--- src/common/timer_two_pkg.sv ---
// Package for the timer two and comparator control block.
// Assumes a 32-bit AXI4-Lite register bus and one 125 MHz clock.
`default_nettype none
package timer_two_pkg;
    // Register word indices; the byte address is four times the index.
    localparam logic [7:0] idx_timer_two_scale = 8'h17;
    localparam logic [7:0] idx_comparator_control = 8'h18;
    localparam logic [7:0] idx_comparator_select = 8'h19;
    localparam logic [7:0] idx_timer_two_control = 8'h1c;
    localparam logic [7:0] idx_timer_two_counter = 8'h1d;
    localparam logic [7:0] idx_timer_two_bound = 8'h09;
    localparam int addr_lsb = 2;
    localparam int addr_w = 10;
    // Field positions.
    localparam int clk_sel_hi = 7;
    localparam int clk_sel_lo = 4;
    localparam int out_sel_hi = 3;
    localparam int out_sel_lo = 2;
    localparam int mode_bit = 1;
    localparam int inv_bit = 0;
    localparam int res_bit = 7;
    localparam int pre_hi = 6;
    localparam int pre_lo = 5;
    localparam int scal_hi = 4;
    localparam int scal_lo = 0;
    localparam int cmp_en_bit = 7;
    localparam int cmp_res_bit = 6;
    localparam int cmp_samp_bit = 5;
    localparam int cmp_inv_bit = 4;
    localparam int cmp_minus_hi = 3;
    localparam int cmp_minus_lo = 1;
    localparam int cmp_plus_bit = 0;
    localparam int cmp_out_bit = 7;
    localparam int cmp_wake_bit = 6;
    localparam int cmp_hi_bit = 5;
    localparam int cmp_lo_bit = 4;
    localparam int cmp_lvl_hi = 3;
    localparam int cmp_lvl_lo = 0;
    // Reset values.
    localparam logic [7:0] reg_reset = 8'h00;
    // Clock source codes.
    localparam logic [3:0] src_stop = 4'h0;
    localparam logic [3:0] src_sys = 4'h1;
    localparam logic [3:0] src_fast = 4'h2;
    localparam logic [3:0] src_ext = 4'h3;
    localparam logic [3:0] src_low = 4'h4;
    localparam logic [3:0] src_cmp = 4'h5;
    localparam logic [3:0] src_pa0_r = 4'h8;
    localparam logic [3:0] src_pa0_f = 4'h9;
    localparam logic [3:0] src_pb0_r = 4'ha;
    localparam logic [3:0] src_pb0_f = 4'hb;
    localparam logic [3:0] src_pa4_r = 4'hc;
    localparam logic [3:0] src_pa4_f = 4'hd;
    // Output pin codes.
    localparam logic [1:0] out_none = 2'h0;
    localparam logic [1:0] out_pb2 = 2'h1;
    localparam logic [1:0] out_pa3 = 2'h2;
    localparam logic [1:0] out_pb4 = 2'h3;
    // Bus answers and PWM tops.
    localparam logic [1:0] resp_okay = 2'h0;
    localparam logic [1:0] resp_slverr = 2'h2;
    localparam logic [7:0] cnt_max8 = 8'hff;
    localparam logic [7:0] cnt_max7 = 8'h7f;
    localparam logic [7:0] cnt_max6 = 8'h3f;

    // Analog pin levels seen by the comparator selection logic.
    typedef struct packed {
        logic port_a_pin3;
        logic port_a_pin4;
        logic port_b_pin6;
        logic port_b_pin7;
        logic bandgap;
        logic ladder;
    } analog_in_t;

    // Digital pin inputs used as timer clock sources.
    typedef struct packed {
        logic port_a_pin0;
        logic port_b_pin0;
        logic port_a_pin4;
    } pin_in_t;

    // Pin drive outputs of the block.
    typedef struct packed {
        logic port_b_pin2;
        logic port_b_pin2_oe;
        logic port_a_pin3;
        logic port_a_pin3_oe;
        logic port_b_pin4;
        logic port_b_pin4_oe;
        logic port_a_pin0;
        logic port_a_pin0_oe;
    } pin_out_t;

    // Reference ladder settings handed to the analog front end.
    typedef struct packed {
        logic high_range;
        logic low_range;
        logic [3:0] level;
        logic enable;
    } ladder_cfg_t;

    // Bus slave phases.
    typedef enum logic [1:0] {
        bus_idle = 2'b00,
        bus_resp = 2'b01
    } bus_phase_t;
endpackage : timer_two_pkg
`default_nettype wire

--- src/timer_two_ctrl.sv ---
// Timer two control, counter and comparator control with an AXI4-Lite register slave.
// Assumes pins and analog levels are synchronous to sys_clk; analog compare is modelled digitally.
`default_nettype none
// Overview of operation
// RULE_01: Clock code 0 stops, 1 system, 5 comparator.
// RULE_02: Codes 8-13 clock from pin edges.
// RULE_03: Output select routes timer to one pin.
// RULE_04: Control bit 1 selects period or PWM.
// RULE_05: Control bit 0 inverts timer output.
// RULE_06: Scale bit 7 selects PWM resolution.
// RULE_07: Prescaler then five-bit scalar divide clock.
// RULE_08: Comparator enable bit, resets to zero.
// RULE_09: Software disables digital input on analog pins.
// RULE_10: Read-only bit 6 reports comparator result.
// RULE_11: Bit 5 resamples result on timer clock.
// RULE_12: Bit 4 inverts comparator result output.
// RULE_13: Three-bit minus input selection.
// RULE_14: Bandgap minus input gives no wake-up; the code still wakes on result changes with minus code 2.
// RULE_15: Bit 0 picks plus input.
// RULE_16: Select bit 7 drives comparator onto pin.
// RULE_17: Wake on comparator result change when enabled.
// RULE_18: Select bits 5,4 pick ladder ranges.
// RULE_19: Four-bit level sets reference step.
// RULE_20: Readable, writable eight-bit counter resetting zero.
module timer_two_ctrl #(
    parameter bit pwm_resolution_option = 1'b0,
    parameter bit timer_fast_clock_option = 1'b0
) (
    input wire logic sys_clk,
    input wire logic sys_rst,
    input wire logic clk_en,
    input wire logic internal_high_rc_osc,
    input wire logic internal_low_rc_osc,
    input wire logic external_osc,
    input wire timer_two_pkg::pin_in_t pins_in,
    input wire timer_two_pkg::analog_in_t analog_in,
    output timer_two_pkg::pin_out_t pins_out,
    output timer_two_pkg::ladder_cfg_t ladder_cfg,
    output logic wake_up,
    input wire logic [timer_two_pkg::addr_w-1:0] s_axi_awaddr,
    input wire logic s_axi_awvalid,
    output logic s_axi_awready,
    input wire logic [31:0] s_axi_wdata,
    input wire logic [3:0] s_axi_wstrb,
    input wire logic s_axi_wvalid,
    output logic s_axi_wready,
    output logic [1:0] s_axi_bresp,
    output logic s_axi_bvalid,
    input wire logic s_axi_bready,
    input wire logic [timer_two_pkg::addr_w-1:0] s_axi_araddr,
    input wire logic s_axi_arvalid,
    output logic s_axi_arready,
    output logic [31:0] s_axi_rdata,
    output logic [1:0] s_axi_rresp,
    output logic s_axi_rvalid,
    input wire logic s_axi_rready
);
    import timer_two_pkg::*;

    // Whole state of the block in one record.
    typedef struct packed {
        logic [7:0] scale;
        logic [7:0] cmp_ctl;
        logic [7:0] cmp_sel;
        logic [7:0] tctl;
        logic [7:0] counter;
        logic [7:0] bound;
        logic [5:0] pre_cnt;
        logic [4:0] scal_cnt;
        logic [2:0] pin_prev;
        logic [3:0] osc_prev;
        logic cmp_sampled;
        logic cmp_prev;
        logic pwm_out;
        logic wake;
        bus_phase_t wph;
        logic [1:0] bresp;
        bus_phase_t rph;
        logic [1:0] rresp;
        logic [31:0] rdata;
    } state_t;

    state_t st_reg;
    state_t st_next;

    // Register address decode shared by both bus channels.
    function automatic logic [7:0] word_index(input logic [addr_w-1:0] a);
        word_index = 8'(a[addr_w-1:addr_lsb]);
    endfunction : word_index

    // True for any mapped register word.
    function automatic logic is_mapped(input logic [7:0] i);
        is_mapped = (i == idx_timer_two_scale) || (i == idx_comparator_control) ||
                    (i == idx_comparator_select) || (i == idx_timer_two_control) ||
                    (i == idx_timer_two_counter) || (i == idx_timer_two_bound);
    endfunction : is_mapped

    // Combinational signals derived from the stored state and the inputs.
    logic cmp_raw, cmp_minus, cmp_plus, cmp_result, cmp_out, tclk_tick, tm_out, div_tick, do_write, do_read;
    logic [3:0] src;
    logic [1:0] osel;
    logic [7:0] top, widx, ridx;
    logic [5:0] pre_max;

    // Comparator input routing and result.
    always_comb begin
        case (st_reg.cmp_ctl[cmp_minus_hi:cmp_minus_lo])  // [RULE_13]
            3'h0: cmp_minus = analog_in.port_a_pin3;
            3'h1: cmp_minus = analog_in.port_a_pin4;
            3'h2: cmp_minus = analog_in.bandgap;
            3'h3: cmp_minus = analog_in.ladder;
            3'h4: cmp_minus = analog_in.port_b_pin6;
            3'h5: cmp_minus = analog_in.port_b_pin7;
            default: cmp_minus = 1'b1;  // Reserved codes hold the result low.
        endcase
        cmp_plus = st_reg.cmp_ctl[cmp_plus_bit] ? analog_in.port_a_pin4 : analog_in.ladder;  // [RULE_15]
        cmp_raw = st_reg.cmp_ctl[cmp_en_bit] & cmp_plus & ~cmp_minus;  // [RULE_08]
        cmp_result = cmp_raw ^ st_reg.cmp_ctl[cmp_inv_bit];  // [RULE_12]
        cmp_out = st_reg.cmp_ctl[cmp_samp_bit] ? st_reg.cmp_sampled : cmp_result;  // [RULE_11]
    end

    // Timer clock source selection as a one-cycle tick.
    always_comb begin
        src = st_reg.tctl[clk_sel_hi:clk_sel_lo];
        case (src)
            src_stop: tclk_tick = 1'b0;  // [RULE_01]
            src_sys: tclk_tick = 1'b1;  // [RULE_01]
            src_fast: tclk_tick = (internal_high_rc_osc & ~st_reg.osc_prev[0]) | timer_fast_clock_option;
            src_ext: tclk_tick = external_osc & ~st_reg.osc_prev[1];
            src_low: tclk_tick = internal_low_rc_osc & ~st_reg.osc_prev[2];
            src_cmp: tclk_tick = cmp_result & ~st_reg.osc_prev[3];  // [RULE_01]
            src_pa0_r: tclk_tick = pins_in.port_a_pin0 & ~st_reg.pin_prev[0];  // [RULE_02]
            src_pa0_f: tclk_tick = ~pins_in.port_a_pin0 & st_reg.pin_prev[0];  // [RULE_02]
            src_pb0_r: tclk_tick = pins_in.port_b_pin0 & ~st_reg.pin_prev[1];  // [RULE_02]
            src_pb0_f: tclk_tick = ~pins_in.port_b_pin0 & st_reg.pin_prev[1];  // [RULE_02]
            src_pa4_r: tclk_tick = pins_in.port_a_pin4 & ~st_reg.pin_prev[2];  // [RULE_02]
            src_pa4_f: tclk_tick = ~pins_in.port_a_pin4 & st_reg.pin_prev[2];  // [RULE_02]
            default: tclk_tick = 1'b0;  // Reserved codes stop the timer.
        endcase
        // Prescaler limits 1, 4, 16, 64 minus one.
        case (st_reg.scale[pre_hi:pre_lo])  // [RULE_07]
            2'h0: pre_max = 6'h00;
            2'h1: pre_max = 6'h03;
            2'h2: pre_max = 6'h0f;
            default: pre_max = 6'h3f;
        endcase
        div_tick = tclk_tick && (st_reg.pre_cnt == pre_max) &&
                   (st_reg.scal_cnt == st_reg.scale[scal_hi:scal_lo]);  // [RULE_07]
        // PWM top count from the resolution bit.
        if (st_reg.scale[res_bit]) begin  // [RULE_06]
            top = pwm_resolution_option ? cnt_max7 : cnt_max6;
        end else begin
            top = cnt_max8;
        end
        tm_out = st_reg.pwm_out ^ st_reg.tctl[inv_bit];  // [RULE_05]
        osel = st_reg.tctl[out_sel_hi:out_sel_lo];
    end

    // A write is taken only with both halves present.
    assign widx = word_index(s_axi_awaddr);
    assign ridx = word_index(s_axi_araddr);
    assign do_write = (st_reg.wph == bus_idle) && s_axi_awvalid && s_axi_wvalid;
    assign do_read = (st_reg.rph == bus_idle) && s_axi_arvalid;
    assign s_axi_awready = do_write;
    assign s_axi_wready = do_write;
    assign s_axi_arready = do_read;
    assign s_axi_bvalid = (st_reg.wph == bus_resp);
    assign s_axi_bresp = st_reg.bresp;
    assign s_axi_rvalid = (st_reg.rph == bus_resp);
    assign s_axi_rresp = st_reg.rresp;
    assign s_axi_rdata = st_reg.rdata;

    // Outputs from registered state, except port_a_pin0, which can follow cmp_result combinationally.
    always_comb begin
        pins_out.port_b_pin2 = tm_out;  // [RULE_03]
        pins_out.port_b_pin2_oe = (osel == out_pb2);  // [RULE_03]
        pins_out.port_a_pin3 = tm_out;
        pins_out.port_a_pin3_oe = (osel == out_pa3);  // [RULE_03]
        pins_out.port_b_pin4 = tm_out;
        pins_out.port_b_pin4_oe = (osel == out_pb4);  // [RULE_03]
        pins_out.port_a_pin0 = cmp_out;  // [RULE_16]
        pins_out.port_a_pin0_oe = st_reg.cmp_sel[cmp_out_bit];  // [RULE_16]
        ladder_cfg.high_range = st_reg.cmp_sel[cmp_hi_bit];  // [RULE_18]
        ladder_cfg.low_range = st_reg.cmp_sel[cmp_lo_bit];  // [RULE_18]
        ladder_cfg.level = st_reg.cmp_sel[cmp_lvl_hi:cmp_lvl_lo];  // [RULE_19]
        ladder_cfg.enable = st_reg.cmp_ctl[cmp_en_bit];
        wake_up = st_reg.wake;
    end

    // Next-state logic for all registers, counters and bus phases.
    always_comb begin
        st_next = st_reg;
        st_next.pin_prev = {pins_in.port_a_pin4, pins_in.port_b_pin0, pins_in.port_a_pin0};
        st_next.osc_prev = {cmp_result, internal_low_rc_osc, external_osc, internal_high_rc_osc};
        if (tclk_tick) begin
            st_next.cmp_sampled = cmp_result;  // [RULE_11]
        end
        // Wake pulse on any change of the result bit.
        st_next.cmp_prev = cmp_raw;
        st_next.wake = st_reg.cmp_sel[cmp_wake_bit] && (cmp_raw != st_reg.cmp_prev);  // [RULE_17]
        // Divider chain and counter.
        if (tclk_tick) begin
            if (st_reg.pre_cnt == pre_max) begin  // [RULE_07]
                st_next.pre_cnt = '0;
                st_next.scal_cnt = (st_reg.scal_cnt == st_reg.scale[scal_hi:scal_lo]) ? 5'h00 :
                                   5'(st_reg.scal_cnt + 5'h01);
            end else begin
                st_next.pre_cnt = 6'(st_reg.pre_cnt + 6'h01);
            end
        end
        if (div_tick) begin
            if (st_reg.tctl[mode_bit]) begin  // [RULE_04]
                // PWM mode: wrap at top, output high while below bound.
                st_next.counter = (st_reg.counter >= top) ? 8'h00 : 8'(st_reg.counter + 8'h01);  // [RULE_20]
                st_next.pwm_out = ((st_reg.counter & top) < (st_reg.bound & top));
            end else begin
                // Period mode: toggle output on reaching bound.
                if (st_reg.counter == st_reg.bound) begin
                    st_next.counter = 8'h00;
                    st_next.pwm_out = ~st_reg.pwm_out;
                end else begin
                    st_next.counter = 8'(st_reg.counter + 8'h01);  // [RULE_20]
                end
            end
        end
        // Write channel.
        if (st_reg.wph == bus_resp) begin
            if (s_axi_bready) begin
                st_next.wph = bus_idle;
            end
        end else if (do_write) begin
            st_next.wph = bus_resp;
            st_next.bresp = is_mapped(widx) ? resp_okay : resp_slverr;
            if (s_axi_wstrb[0]) begin
                case (widx)
                    idx_timer_two_scale: st_next.scale = s_axi_wdata[7:0];
                    idx_comparator_control: begin
                        // Result bit is read-only and never stored.
                        st_next.cmp_ctl = s_axi_wdata[7:0] & ~(8'h01 << cmp_res_bit);  // [RULE_10]
                    end
                    idx_comparator_select: st_next.cmp_sel = s_axi_wdata[7:0];
                    idx_timer_two_control: st_next.tctl = s_axi_wdata[7:0];
                    idx_timer_two_counter: st_next.counter = s_axi_wdata[7:0];  // [RULE_20]
                    idx_timer_two_bound: st_next.bound = s_axi_wdata[7:0];
                    default: st_next.bresp = resp_slverr;
                endcase
            end
        end
        // Read channel.
        if (st_reg.rph == bus_resp) begin
            if (s_axi_rready) begin
                st_next.rph = bus_idle;
            end
        end else if (do_read) begin
            st_next.rph = bus_resp;
            st_next.rresp = resp_okay;
            st_next.rdata = '0;
            case (ridx)
                idx_timer_two_scale: st_next.rdata[7:0] = st_reg.scale;
                idx_comparator_control: begin
                    st_next.rdata[7:0] = st_reg.cmp_ctl;
                    st_next.rdata[cmp_res_bit] = cmp_raw;  // [RULE_10]
                end
                idx_comparator_select: st_next.rdata[7:0] = st_reg.cmp_sel;
                idx_timer_two_control: st_next.rdata[7:0] = st_reg.tctl;
                idx_timer_two_counter: st_next.rdata[7:0] = st_reg.counter;  // [RULE_20]
                idx_timer_two_bound: st_next.rdata[7:0] = st_reg.bound;
                default: st_next.rresp = resp_slverr;
            endcase
        end
    end

    // State register with synchronous reset and clock enable.
    always_ff @(posedge sys_clk) begin
        if (sys_rst) begin
            st_reg <= '0;  // [RULE_08] [RULE_20]
        end else if (clk_en) begin
            st_reg <= st_next;
        end
    end
endmodule : timer_two_ctrl
`default_nettype wire

--- config.mk ---
export PLATFORM = sky130hd
export DESIGN_NAME = timer_two_ctrl
export DESIGN_NICKNAME = d
export VERILOG_FILES = /design/src/common/timer_two_pkg.sv /design/src/timer_two_ctrl.sv
export SDC_FILE = /design/constraint.sdc
export NUM_CORES = 1
export LEC_CHECK = 0
export ABC_AREA = 1
export BUFFER_PORTS_ARGS = -buffer_cell sky130_fd_sc_hd__buf_2
export CAP_MARGIN = 20
export CORE_AREA = 2 2 104 106
export CTS_CLUSTER_DIAMETER = 50
export DETAILED_ROUTE_END_ITERATION = 12
export DIE_AREA = 0 0 106 108
export GPL_ROUTABILITY_DRIVEN = 1
export PLACE_DENSITY = 0.73
export SLEW_MARGIN = 20
export SYNTH_ARGS = -nofsm -noshare
export SYNTH_HDL_FRONTEND = slang
export SYNTH_SLANG_ARGS = --single-unit
--- constraint.sdc ---
create_clock -name sys_clk -period 4.6 [get_ports sys_clk]
set_input_delay 0.92 -clock sys_clk [delete_from_list [all_inputs] [get_ports sys_clk]]
set_output_delay 0.92 -clock sys_clk [all_outputs]
set_load 0.02 [all_outputs]
==> impl_metrics.xml, run 1 <==
<?xml version="1.0" encoding="UTF-8"?>
<metrics>
  <group name="outcome">
    <metric name="result_of_the_run" unit="">finished, final reports clean</metric>
  </group>
  <group name="clock_network">
    <metric name="post_cts_buffers" unit="">0</metric>
    <metric name="cts_htree_levels" unit="">3</metric>
    <metric name="clock_tree.root_cell" unit="">clkbuf_8</metric>
    <metric name="clk_path_buf_depth" unit="">2</metric>
    <metric name="cts-buffers-inserted" unit="">9</metric>
    <metric name="clock_insertion_delay_worst_skew" unit="ns">0.36</metric>
    <metric name="sinks_on_the_clock_net" unit="">81</metric>
    <metric name="post_cts_resize_count" unit="">0</metric>
    <metric name="cts_tree" unit="">done</metric>
    <metric name="cts.reportedPaths.clkPinSlew" unit="ns">0.08</metric>
    <metric name="postCtsHoldBufs" unit="">0</metric>
  </group>
  <group name="route">
    <metric name="drt_pass1_iterations" unit="">5</metric>
    <metric name="num_vias" unit="">4910</metric>
    <metric name="postRouteWirelength" unit="mm">13.7</metric>
    <metric name="drt_first_iter_violations" unit="">472</metric>
    <metric name="vias_per_cell" unit="">5.41</metric>
    <metric name="post_drt_wl_per_cell" unit="um">15.1</metric>
    <metric name="drcViolationCount" unit="">0</metric>
    <metric name="antenna_left" unit="">0</metric>
  </group>
  <group name="floorplan">
    <metric name="die_x" unit="um">106</metric>
    <metric name="initial_core_util" unit="%">49.2</metric>
    <metric name="die_area" unit="sq mm">0.0114</metric>
    <metric name="ioPinCount" unit="">133</metric>
    <metric name="std_cell_rows" unit="">37</metric>
    <metric name="core_area" unit="sq mm">0.0102</metric>
    <metric name="die_height" unit="um">108</metric>
  </group>
  <group name="power">
    <metric name="share_seq_of_total_power" unit="%">53.1</metric>
    <metric name="power.share.combinational" unit="%">9.7</metric>
    <metric name="pwr_density_cell" unit="mW/mm^2">250</metric>
    <metric name="totalPowerFinal" unit="mW">1.35</metric>
    <metric name="clock_power_share" unit="%">37.2</metric>
    <metric name="peakVddDrop" unit="V">0.000127</metric>
    <metric name="internal_power" unit="mW">0.965</metric>
    <metric name="static_leakage_power" unit="nW">2.42</metric>
    <metric name="swShare" unit="%">28.6</metric>
    <metric name="power.switching" unit="mW">0.386</metric>
  </group>
  <group name="sta">
    <metric name="setup-violations-final" unit="">0</metric>
    <metric name="timing.final.crit_share" unit="%">63.0</metric>
    <metric name="hold_viol" unit="">0</metric>
    <metric name="worst_clock_skew" unit="ns">0.0102</metric>
    <metric name="fin_ws" unit="ns">1.70</metric>
    <metric name="timing.max_slew.rel_slack" unit="%">47.1</metric>
    <metric name="hold-worst-slack" unit="ns">0.463</metric>
    <metric name="timing_worst_slew_pin_value" unit="ns">0.791</metric>
    <metric name="grt_setup_unrepaired" unit="">false</metric>
    <metric name="totalNegativeSetupSlack" unit="ns">0</metric>
    <metric name="timing_max_transition_violations_final" unit="">0</metric>
    <metric name="period_minus_slack" unit="ns">2.90</metric>
    <metric name="achievable-frequency" unit="GHz">0.345</metric>
  </group>
  <group name="synthesis">
    <metric name="synth_largest_area_cell" unit="">dfxtp_1</metric>
    <metric name="share_of_synthesized_flip_flops_with_an_asynchronous_set_or_reset" unit="%">0</metric>
    <metric name="yosys_most_used_dff" unit="">dfxtp_1</metric>
    <metric name="area_contributors_post_synth" unit="">dfxtp_1 32%, nand2_1 8.4%, buf_4 7.9%, a21oi_1 6.9%, nand3_1 6.3%</metric>
    <metric name="postSynthCellCount" unit="">725</metric>
    <metric name="synth-edff-count" unit="">0</metric>
    <metric name="yosys.area.top_type_share" unit="%">32.2</metric>
    <metric name="yosys_register_bits" unit="">81</metric>
    <metric name="post-synth-top-count-cell" unit="">nand2_1</metric>
    <metric name="synth_cell_types" unit="">44</metric>
    <metric name="yosys-top-cells-count" unit="">113 x nand2_1, 81 x dfxtp_1, 76 x inv_1</metric>
    <metric name="postSynthAreaPerCell" unit="sq um">6.95</metric>
    <metric name="ys_warn_count" unit="">0</metric>
    <metric name="seq_area_frac_synth" unit="%">32.2</metric>
    <metric name="syn-cell-area" unit="sq mm">0.00504</metric>
  </group>
  <group name="place">
    <metric name="globalplace.congestion" unit="">0.928</metric>
    <metric name="io_buffers" unit="">75</metric>
    <metric name="preCtsSetupSlack" unit="ns">1.69</metric>
    <metric name="dp_cells" unit="">891</metric>
    <metric name="post-dp-hpwl" unit="mm">10.3</metric>
    <metric name="placed_area" unit="sq mm">0.00522</metric>
  </group>
  <group name="grt">
    <metric name="grtUsageMet1" unit="%">33.6</metric>
    <metric name="groute.layer.met2.usage" unit="%">38.6</metric>
    <metric name="grt-ovfl-total" unit="">0</metric>
    <metric name="met3_capacity_usage_during_global_routing" unit="%">2.59</metric>
    <metric name="gr-usage-all-layers" unit="%">24.1</metric>
    <metric name="grt_pass1_wl" unit="mm">21.7</metric>
    <metric name="first_global_vias" unit="">4332</metric>
    <metric name="pin_count_of_the_biggest_net_entering_global_routing" unit="">45</metric>
    <metric name="grt-busiest-layer" unit="">met2</metric>
    <metric name="number_of_antenna_violations_at_the_first_check_in_global_routing" unit="">0</metric>
  </group>
  <group name="critical_path">
    <metric name="cells_along_the_critical_path" unit="">buf_2, nand2_1, nand3_1, nand2_1, nand2_1, nand2_2, nand2_2, nand2_2, nand2_1, o21ai_0, buf_2</metric>
    <metric name="cp_max_fo" unit="">4</metric>
    <metric name="setup.worst_path.class" unit="">input pin to primary output</metric>
    <metric name="critPathTopFamily" unit="">simple AND/OR/NAND/NOR gates</metric>
    <metric name="setup_crit_end_kind" unit="">primary output</metric>
    <metric name="worst-path-buf-inv" unit="">2</metric>
    <metric name="timing.critical_path.slowest_stage_cell" unit="">buf_2</metric>
    <metric name="worst-endpoint-arrival" unit="ns">1.98</metric>
    <metric name="slowest_delay" unit="ns">0.19</metric>
    <metric name="worst_ep_required_time" unit="ns">3.68</metric>
    <metric name="path_depth" unit="">11</metric>
    <metric name="crit_top_cell" unit="">nand2_1</metric>
    <metric name="setup.worst_path.start_class" unit="">input pin</metric>
    <metric name="worst-r2r-cell-count" unit="">10</metric>
  </group>
  <group name="min_path">
    <metric name="min_path_cells" unit="">2</metric>
    <metric name="worstHoldPathType" unit="">flop to flop</metric>
  </group>
  <group name="finish">
    <metric name="sequential_cell_area" unit="sq mm">0.00162</metric>
    <metric name="multiInputGateArea" unit="sq mm">0.00272</metric>
    <metric name="utilization_after_layout" unit="%">52.8</metric>
    <metric name="finish.cell_count_without_fillers" unit="">907</metric>
    <metric name="layout.cell_area.non_filler" unit="sq mm">0.00540</metric>
    <metric name="areaGrowthSynthToFinish" unit="%">7.30</metric>
    <metric name="layout-drive-gt1-share" unit="%">16.7</metric>
    <metric name="nNetsFinal" unit="">857</metric>
    <metric name="max_reg_flops" unit="">56</metric>
    <metric name="antenna_diode_count" unit="">0</metric>
    <metric name="fillerInstances" unit="">1061</metric>
  </group>
  <group name="job">
    <metric name="maxCapViolCount" unit="">0</metric>
  </group>
</metrics>
tightest hold or removal path, cell delays in order, from the launching register on:
cell and delay, ns:
dfxtp_1 0.30, inv_1 0.06, a21oi_1 0.06
power groups by stage:
| stage | Sequential [mW] | Clock [mW] | Combinational (mW) |
|---|---|---|---|
| final | 0.717 | 0.502 | 0.131 |
| after global routing | 0.719 | 0.537 | 0.144 |
| after CTS | 0.717 | 0.506 | 0.131 |
| after detailed placement | 0.733 | 0 | 0.130 |
| after global placement | 0.733 | 0 | 0.128 |
| after floorplan | 0.732 | 0 | 0.107 |
cells by family after synthesis:
logic type	count (synthesis)	synth area share, %
fa+ha+maj	15	3.73
buf+inv	156	15.8
compound gates	169	19.3
other cells	1	0.0745
xor+xnor	16	2.78
simple gates	287	26.1
flops	81	32.2
cell type report:
type                            instances  area share [%]
Multi-Input combinational cell        513            50.2
Timing Repair Buffer                   78            7.36
Clock inverter                          6           0.926
Sequential cell                        81            30.0
Inverter                               83            5.77
Clock buffer                           10            2.55
Tap cell                              136            3.15
cells in the final DEF (no fill, tap or decap), types with 2 or more instances in the layout:
master      count
a211oi_1       18
a21oi_1        69
a21oi_2         8
a22o_1          2
a31oi_1         4
buf_2          75
buf_4           3
clkbuf_8       10
clkinvlp_4      2
conb_1         26
dfxtp_1        81
ha_1           15
inv_1          75
inv_2           7
inv_6           3
nand2_1       113
nand2_2         5
nand2_4         2
nand3_1        63
nand3_2         2
nand4_1        11
nor2_1         65
nor2_2          4
nor2_4          4
nor3_1         11
nor3b_1         2
o21ai_0        51
o22ai_1         7
o31ai_1         3
xnor2_1         4
xor2_1         12
final timing paths:
kind / startpoint / to / slack, ns
min reg2reg: st_reg[45] / st_reg[45] / 0.46
max: analog_in[4] / pins_out[1] / 1.70
max reg2reg: st_reg[73] / st_reg[76] / 2.58
min: st_reg[45] / st_reg[45] / 0.46
routing by layer:
metal | up-vias | share of wire, % | wire length [um]
met1 | 2265 | 47 | 6380
met2 | 193 | 45 | 6090
met5 | - | 0 | 0
met3 | 22 | 6.5 | 882
li1 | 2430 | - | -
met4 | 0 | 2.3 | 318
No activity file was read; power rests on OpenSTA's default activity.
==> inputs of run 2 (changes only) <==
--- a/config.mk
+++ b/config.mk
@@ -5,13 +5,13 @@
 export SDC_FILE = /design/constraint.sdc
 export NUM_CORES = 1
 export LEC_CHECK = 0
-export ABC_AREA = 1
+export ABC_AREA = 0
 export BUFFER_PORTS_ARGS = -buffer_cell sky130_fd_sc_hd__buf_2
 export CAP_MARGIN = 20
-export CORE_AREA = 2 2 104 106
+export CORE_AREA = 2 2 106 108
 export CTS_CLUSTER_DIAMETER = 50
 export DETAILED_ROUTE_END_ITERATION = 12
-export DIE_AREA = 0 0 106 108
+export DIE_AREA = 0 0 108 110
 export GPL_ROUTABILITY_DRIVEN = 1
 export PLACE_DENSITY = 0.73
 export SLEW_MARGIN = 20
==> constraint.sdc (replaced) <==
create_clock -name sys_clk -period 2.5 [get_ports sys_clk]
set_input_delay 0.5 -clock sys_clk [delete_from_list [all_inputs] [get_ports sys_clk]]
set_output_delay 0.5 -clock sys_clk [all_outputs]
set_load 0.02 [all_outputs]
==> run 2 against run 1 <==
Net effect:
- routed wire length decreased by 1.6%
- design area increased by 6.4%
- die area increased by 3.8%
- utilization increased by 0.94 points
- first-iteration DRC count decreased by 32%
- worst setup slack got worse by 1.6 ns
- clock skew decreased by 0.0023 ns
- cell count decreased by 12%
- worst hold slack got worse by 0.080 ns
- total power increased by 89%
- largest cell class unchanged
- synthesized cell count decreased by 20%
- critical path type is now flop to primary output
- global-route usage decreased by 0.62 points
==> impl_metrics.xml, run 2 <==
<?xml version="1.0" encoding="UTF-8"?>
<metrics>
  <group name="outcome">
    <metric name="result_of_the_run" unit="">finished, final reports clean</metric>
  </group>
  <group name="critical_path">
    <metric name="setup.worst_path.start_class" unit="">flop</metric>
    <metric name="worst-path-buf-inv" unit="">2</metric>
    <metric name="path_depth" unit="">7</metric>
    <metric name="crit_end" unit="">pins_out[1]</metric>
    <metric name="r2r_start" unit="">src[1]</metric>
    <metric name="worst_ep_required_time" unit="ns">2.00</metric>
    <metric name="setup.worst_path.class" unit="">flop to primary output</metric>
    <metric name="cp_max_fo" unit="">5</metric>
    <metric name="r2r-end" unit="">st_reg[72]</metric>
    <metric name="crit_top_cell" unit="">mux2_4</metric>
    <metric name="worst-endpoint-arrival" unit="ns">1.93</metric>
    <metric name="crit_path_start" unit="">st_reg[97]</metric>
    <metric name="cells_along_the_critical_path" unit="">mux2_4, nor2_4, inv_1, a21oi_4, xnor2_2, mux2_4, buf_6</metric>
    <metric name="timing.critical_path.slowest_stage_cell" unit="">dfxtp_4</metric>
    <metric name="rrSetupSlack" unit="ns">0.08</metric>
    <metric name="slowest_delay" unit="ns">0.39</metric>
    <metric name="worst-r2r-cell-count" unit="">9</metric>
    <metric name="critPathTopFamily" unit="">multiplexers</metric>
    <metric name="setup_crit_end_kind" unit="">primary output</metric>
  </group>
  <group name="finish">
    <metric name="areaGrowthSynthToFinish" unit="%">14.8</metric>
    <metric name="max_reg_flops" unit="">56</metric>
    <metric name="nNetsFinal" unit="">743</metric>
    <metric name="most-common-layout-cells" unit="">76 x dfxtp_1, 75 x nor2_1, 74 x buf_2</metric>
    <metric name="antenna_diode_count" unit="">0</metric>
    <metric name="layout-drive-gt1-share" unit="%">25.3</metric>
    <metric name="finish.cell_count_without_fillers" unit="">796</metric>
    <metric name="utilization_after_layout" unit="%">53.8</metric>
    <metric name="final_common_cell" unit="">dfxtp_1</metric>
  </group>
  <group name="power">
    <metric name="clock_power_share" unit="%">38.4</metric>
    <metric name="share_seq_of_total_power" unit="%">51.4</metric>
    <metric name="totalPowerFinal" unit="mW">2.56</metric>
    <metric name="peakVddDrop" unit="V">0.000340</metric>
    <metric name="power.switching" unit="mW">0.659</metric>
    <metric name="power.share.combinational" unit="%">10.2</metric>
    <metric name="swShare" unit="%">25.8</metric>
    <metric name="pwr_density_cell" unit="mW/mm^2">445</metric>
    <metric name="internal_power" unit="mW">1.90</metric>
    <metric name="static_leakage_power" unit="nW">2.60</metric>
  </group>
  <group name="synthesis">
    <metric name="share_of_synthesized_flip_flops_with_an_asynchronous_set_or_reset" unit="%">0</metric>
    <metric name="yosys_most_used_dff" unit="">dfxtp_1</metric>
    <metric name="synth-edff-count" unit="">0</metric>
    <metric name="synth_cell_types" unit="">71</metric>
    <metric name="yosys.area.top_type_share" unit="%">32.4</metric>
    <metric name="syn-cell-area" unit="sq mm">0.00501</metric>
    <metric name="postSynthAreaPerCell" unit="sq um">8.59</metric>
    <metric name="post-synth-top-count-cell" unit="">dfxtp_1</metric>
    <metric name="synth_largest_area_cell" unit="">dfxtp_1</metric>
    <metric name="area_contributors_post_synth" unit="">dfxtp_1 32%, mux2i_1 9.8%, buf_4 7.3%, nor2_1 5.7%, ha_1 3.7%</metric>
    <metric name="yosys-top-cells-count" unit="">81 x dfxtp_1, 76 x nor2_1, 49 x buf_4, 49 x mux2i_1, 33 x nand2_1</metric>
    <metric name="yosys_register_bits" unit="">81</metric>
    <metric name="postSynthCellCount" unit="">583</metric>
    <metric name="ys_warn_count" unit="">0</metric>
    <metric name="seq_area_frac_synth" unit="%">32.4</metric>
  </group>
  <group name="sta">
    <metric name="worst_clock_skew" unit="ns">0.00787</metric>
    <metric name="grt_setup_unrepaired" unit="">true</metric>
    <metric name="timing.final.crit_share" unit="%">97.4</metric>
    <metric name="timing_max_transition_violations_final" unit="">0</metric>
    <metric name="setup-violations-final" unit="">0</metric>
    <metric name="achievable-frequency" unit="GHz">0.411</metric>
    <metric name="hold_viol" unit="">0</metric>
    <metric name="timing_worst_slew_pin_value" unit="ns">0.688</metric>
    <metric name="fin_ws" unit="ns">0.0652</metric>
    <metric name="period_minus_slack" unit="ns">2.43</metric>
    <metric name="timing.max_slew.rel_slack" unit="%">53.7</metric>
  </group>
  <group name="clock_network">
    <metric name="clk_path_buf_depth" unit="">2</metric>
    <metric name="sinks_on_the_clock_net" unit="">81</metric>
    <metric name="clock_insertion_delay_worst_skew" unit="ns">0.37</metric>
    <metric name="cts.reportedPaths.clkPinSlew" unit="ns">0.08</metric>
    <metric name="postCtsHoldBufs" unit="">0</metric>
    <metric name="cts_tree" unit="">done</metric>
    <metric name="clock_tree.root_cell" unit="">clkbuf_8</metric>
    <metric name="cts-buffers-inserted" unit="">9</metric>
    <metric name="cts_htree_levels" unit="">3</metric>
  </group>
  <group name="place">
    <metric name="post-dp-hpwl" unit="mm">9.99</metric>
    <metric name="dp_cells" unit="">780</metric>
    <metric name="globalplace.congestion" unit="">0.907</metric>
    <metric name="io_buffers" unit="">75</metric>
    <metric name="preCtsSetupSlack" unit="ns">-0.105</metric>
  </group>
  <group name="grt">
    <metric name="number_of_antenna_violations_at_the_first_check_in_global_routing" unit="">0</metric>
    <metric name="first_global_vias" unit="">4235</metric>
    <metric name="pin_count_of_the_biggest_net_entering_global_routing" unit="">80</metric>
    <metric name="gr-usage-all-layers" unit="%">23.5</metric>
    <metric name="grt-ovfl-total" unit="">0</metric>
    <metric name="grt_pass1_wl" unit="mm">21.5</metric>
  </group>
  <group name="min_path">
    <metric name="worstHoldPathType" unit="">input pin to flop</metric>
  </group>
  <group name="floorplan">
    <metric name="die_x" unit="um">108</metric>
    <metric name="ioPinCount" unit="">133</metric>
    <metric name="initial_core_util" unit="%">46.8</metric>
    <metric name="die_height" unit="um">110</metric>
    <metric name="die_area" unit="sq mm">0.0119</metric>
    <metric name="core_area" unit="sq mm">0.0107</metric>
    <metric name="std_cell_rows" unit="">38</metric>
  </group>
  <group name="route">
    <metric name="post_drt_wl_per_cell" unit="um">16.9</metric>
    <metric name="vias_per_cell" unit="">5.59</metric>
    <metric name="drcViolationCount" unit="">0</metric>
    <metric name="postRouteWirelength" unit="mm">13.4</metric>
    <metric name="drt_pass1_iterations" unit="">5</metric>
    <metric name="antenna_left" unit="">0</metric>
    <metric name="num_vias" unit="">4446</metric>
    <metric name="drt_first_iter_violations" unit="">322</metric>
  </group>
  <group name="job">
    <metric name="maxCapViolCount" unit="">0</metric>
  </group>
</metrics>
==> run 2: worst min-delay path by stage <==
stage,cells after the start,start,endpoint
after global routing,3,internal_high_rc_osc,st_reg[44]
final,3,external_osc,st_reg[45]
after CTS,3,external_osc,st_reg[45]
after floorplan,2,st_reg[38],st_reg[38]
after global placement,2,wake_up,wake_up
after detailed placement,2,wake_up,wake_up
==> run 2: power by group through the flow <==
| stage | clock, mW | combinational [mW] | sequential, mW |
|---|---|---|---|
| after floorplan | 0 | 0.198 | 1.35 |
| after global placement | 0 | 0.250 | 1.35 |
| after detailed placement | 0 | 0.256 | 1.35 |
| after CTS | 1.01 | 0.258 | 1.32 |
| after global routing | 1.05 | 0.286 | 1.32 |
| final | 0.982 | 0.261 | 1.32 |
==> run 2: cell families after synthesis <==
| family | after synthesis | synth area share, % |
|---|---|---|
| buffers and inverters | 102 | 11.6 |
| adder cells (fa/ha/maj) | 15 | 3.75 |
| flip-flops | 81 | 32.4 |
| XOR/XNOR | 13 | 2.27 |
| other | 1 | 0.0749 |
| AO/OA/AOI/OAI | 92 | 13.3 |
| AND/OR/NAND/NOR | 218 | 22.2 |
| multiplexers | 61 | 14.4 |
==> run 2: area by class of cell <==
class	instances	area, sq um
clock buffers	12	155
well taps	140	175
flip-flops and latches	81	1630
fillers	1023	4950
multi-input cells	425	2970
repair buffers	113	692
inverters	22	82.6
clock inverters	3	40.0
==> run 2: per-layer routing <==
layer | up-vias | share of wire, % | global-route usage (%) | wire length [um]
met5 | - | 0 | 0 | 0
met4 | 0 | 2.0 | 7.78 | 267
met3 | 15 | 5.4 | 4.59 | 730
met2 | 129 | 49 | 41.0 | 6620
met1 | 2141 | 43 | 29.0 | 5820
li1 | 2161 | - | - | -
==> run 2: worst min-delay path: cells and delay by family <==
| family | cells | cell delay (ns) |
|---|---|---|
| buffers and inverters | 1 | 0.09 |
| muxes | 1 | 0.06 |
| and+or+nand+nor | 1 | 0.07 |
==> run 2: through the flow <==
step | hold WS [ns] | instance area (sq um) | TNS, ns
floorplan | 0.444 | 5100 | 0
global placement | 0.443 | 5450 | -0.118
detailed placement | 0.446 | 5450 | -0.386
CTS | 0.369 | 5680 | 0
global route | 0.414 | 5750 | -0.0298
finish | 0.383 | 5750 | 0
==> run 2: repair_timing <==
| action | in CTS | in global routing |
|---|---|---|
| endpoints found under the setup margin | 1 | 9 |
| pin swaps | 1 | 3 |
| gates resized for setup | 10 | 16 |
| setup buffers | 0 | 1 |
==> inputs of run 3 (changes only) <==
--- a/config.mk
+++ b/config.mk
@@ -6,14 +6,14 @@
 export NUM_CORES = 1
 export LEC_CHECK = 0
 export ABC_AREA = 0
-export BUFFER_PORTS_ARGS = -buffer_cell sky130_fd_sc_hd__buf_2
 export CAP_MARGIN = 20
-export CORE_AREA = 2 2 106 108
+export CORE_AREA = 2 2 104 106
 export CTS_CLUSTER_DIAMETER = 50
 export DETAILED_ROUTE_END_ITERATION = 12
-export DIE_AREA = 0 0 108 110
+export DIE_AREA = 0 0 106 108
+export DONT_BUFFER_PORTS = 1
 export GPL_ROUTABILITY_DRIVEN = 1
-export PLACE_DENSITY = 0.73
+export PLACE_DENSITY_LB_ADDON = 0.1
 export SLEW_MARGIN = 20
 export SYNTH_ARGS = -nofsm -noshare
 export SYNTH_HDL_FRONTEND = slang
==> run 3 against run 2 <==
Net effect:
- utilization down 2.1 points
- clock power up 8%
- design area down 8.1%
- worst hold slack worse by 0.16 ns
- die area down 3.6%
- total power down 1.5%
- largest power group unchanged
==> impl_metrics.xml, run 3 (synthesis gave the netlist of run 2 again) <==
<?xml version="1.0" encoding="UTF-8"?>
<metrics>
  <group name="outcome">
    <metric name="result_of_the_run" unit="">finished, final reports clean</metric>
  </group>
  <group name="critical_path">
    <metric name="setup.worst_path.class" unit="">flop to flop</metric>
    <metric name="timing.critical_path.slowest_stage_cell" unit="">or4_1</metric>
    <metric name="crit_path_start" unit="">st_reg[94]</metric>
    <metric name="rrSetupSlack" unit="ns">0.08</metric>
    <metric name="critPathTopFamily" unit="">compound AO/OA/AOI/OAI gates</metric>
    <metric name="setup_crit_end_kind" unit="">flop</metric>
    <metric name="crit_end" unit="">st_reg[72]</metric>
    <metric name="r2r-end" unit="">st_reg[72]</metric>
    <metric name="worst-endpoint-arrival" unit="ns">2.71</metric>
    <metric name="r2r_start" unit="">st_reg[94]</metric>
    <metric name="worst-path-buf-inv" unit="">1</metric>
    <metric name="worst-r2r-cell-count" unit="">8</metric>
    <metric name="worst_ep_required_time" unit="ns">2.79</metric>
    <metric name="path_depth" unit="">8</metric>
    <metric name="slowest_delay" unit="ns">0.57</metric>
    <metric name="cells_along_the_critical_path" unit="">mux2_4, a2111oi_4, a41o_2, a211oi_2, buf_4, or4_1, o32ai_2, or3_1</metric>
    <metric name="cp_max_fo" unit="">10</metric>
    <metric name="setup.worst_path.start_class" unit="">flop</metric>
  </group>
  <group name="route">
    <metric name="postRouteWirelength" unit="mm">12.9</metric>
    <metric name="num_vias" unit="">4095</metric>
    <metric name="antenna_left" unit="">0</metric>
    <metric name="drcViolationCount" unit="">0</metric>
    <metric name="vias_per_cell" unit="">5.78</metric>
    <metric name="drt_pass1_iterations" unit="">5</metric>
    <metric name="post_drt_wl_per_cell" unit="um">18.2</metric>
    <metric name="drt_first_iter_violations" unit="">251</metric>
  </group>
  <group name="sta">
    <metric name="setup-violations-final" unit="">0</metric>
    <metric name="achievable-frequency" unit="GHz">0.414</metric>
    <metric name="timing.final.crit_share" unit="%">96.6</metric>
    <metric name="period_minus_slack" unit="ns">2.42</metric>
    <metric name="worst_clock_skew" unit="ns">0.0112</metric>
    <metric name="timing.max_slew.rel_slack" unit="%">55.6</metric>
    <metric name="timing_worst_slew_pin_value" unit="ns">0.666</metric>
    <metric name="totalNegativeSetupSlack" unit="ns">0</metric>
    <metric name="hold-worst-slack" unit="ns">0.222</metric>
    <metric name="timing_max_transition_violations_final" unit="">0</metric>
    <metric name="hold_viol" unit="">0</metric>
  </group>
  <group name="clock_network">
    <metric name="clock_tree.root_cell" unit="">clkbuf_8</metric>
    <metric name="cts-buffers-inserted" unit="">9</metric>
    <metric name="cts_htree_levels" unit="">3</metric>
    <metric name="clock_insertion_delay_worst_skew" unit="ns">0.35</metric>
    <metric name="clk_path_buf_depth" unit="">2</metric>
    <metric name="cts.reportedPaths.clkPinSlew" unit="ns">0.08</metric>
    <metric name="sinks_on_the_clock_net" unit="">81</metric>
    <metric name="cts_tree" unit="">done</metric>
  </group>
  <group name="grt">
    <metric name="grt-ovfl-total" unit="">0</metric>
    <metric name="pin_count_of_the_biggest_net_entering_global_routing" unit="">81</metric>
    <metric name="grt_pass1_wl" unit="mm">20.6</metric>
    <metric name="gr-usage-all-layers" unit="%">23.0</metric>
    <metric name="number_of_antenna_violations_at_the_first_check_in_global_routing" unit="">0</metric>
    <metric name="first_global_vias" unit="">4003</metric>
  </group>
  <group name="place">
    <metric name="globalplace.congestion" unit="">0.871</metric>
    <metric name="io_buffers" unit="">0</metric>
    <metric name="post-dp-hpwl" unit="mm">9.56</metric>
    <metric name="placed_area" unit="sq mm">0.00500</metric>
  </group>
  <group name="finish">
    <metric name="fillerInstances" unit="">995</metric>
    <metric name="antenna_diode_count" unit="">0</metric>
    <metric name="max_reg_flops" unit="">56</metric>
    <metric name="layout-drive-gt1-share" unit="%">13.4</metric>
    <metric name="layout.cell_area.non_filler" unit="sq mm">0.00528</metric>
    <metric name="nNetsFinal" unit="">661</metric>
    <metric name="sequential_cell_area" unit="sq mm">0.00163</metric>
    <metric name="most-common-layout-cells" unit="">78 x dfxtp_1, 76 x nor2_1, 49 x mux2i_1</metric>
    <metric name="final_common_cell" unit="">dfxtp_1</metric>
    <metric name="areaGrowthSynthToFinish" unit="%">5.50</metric>
    <metric name="multiInputGateArea" unit="sq mm">0.00295</metric>
  </group>
  <group name="power">
    <metric name="peakVddDrop" unit="V">0.000265</metric>
    <metric name="pwr_density_cell" unit="mW/mm^2">477</metric>
    <metric name="totalPowerFinal" unit="mW">2.52</metric>
    <metric name="static_leakage_power" unit="nW">2.22</metric>
  </group>
  <group name="job">
    <metric name="maxCapViolCount" unit="">0</metric>
  </group>
  <group name="min_path">
    <metric name="worstHoldPathType" unit="">input pin to flop</metric>
  </group>
  <group name="floorplan">
    <metric name="std_cell_rows" unit="">37</metric>
    <metric name="core_area" unit="sq mm">0.0102</metric>
    <metric name="ioPinCount" unit="">133</metric>
    <metric name="die_x" unit="um">106</metric>
    <metric name="die_area" unit="sq mm">0.0114</metric>
    <metric name="initial_core_util" unit="%">48.9</metric>
    <metric name="die_height" unit="um">108</metric>
  </group>
</metrics>
[run 3: cell count changes in the layout (fill, tap and decap cells not counted), sizes merged]
cell / before / now
bufinv: 1 / 2
clkbuf: 12 / 11
buf: 113 / 31
clkinv: 2 / 1
[run 3: metal layers]
layer | vias to the layer above | track usage (%) | wire, um
li1 | 1990 | - | -
met1 | 1945 | 29.6 | 5710
met4 | 0 | 6.48 | 206
met3 | 13 | 5.30 | 829
met5 | - | 0 | 0
met2 | 147 | 38.9 | 6140
[run 3: per-stage QoR]
stage | std cells | util, % | setup WS, ns
finish | 709 | 51.6 | 0.0847
global route | 709 | 51.6 | -0.0162
CTS | 709 | 51.2 | 0.000958
detailed placement | 695 | 48.9 | -0.0619
global placement | 695 | 48.9 | -0.0264
floorplan | 608 | - | 0.177
[run 3: what timing repair did]
action / 4_1_cts / 5_1_grt
gates resized for setup: 5 / 10
buffers inserted: 0 / 0
hold buffers: 0 / 0
pin swaps: 0 / 0
cloned: 0 / 0
setup endpoints to repair: 3 / 4
[run 3: area by class of cell]
type | count | share of cell area (%)
clock inverters | 3 | 1.23
inverters | 22 | 1.56
clock buffers | 11 | 2.87
flip-flops and latches | 81 | 30.8
repair buffers | 31 | 4.41
multi-input cells | 425 | 55.9
well taps | 136 | 3.22
[run 3: how the worst min path moves through the flow]
stage,start,cells after the start,slack [ns],end
after detailed placement,st_reg[44],2,0.48,st_reg[44]
final,sys_rst,1,0.22,st_reg[54]
after global routing,sys_rst,1,0.20,st_reg[54]
after floorplan,st_reg[38],2,0.44,st_reg[38]
after CTS,sys_rst,1,0.20,st_reg[56]
after global placement,st_reg[45],2,0.46,st_reg[45]
[run 3: power breakdown]
part           switching [mW]  internal, mW  leakage, nW
Sequential             0.0266          1.31        0.657
Clock                   0.457         0.605        0.111
Combinational          0.0827        0.0441         1.45
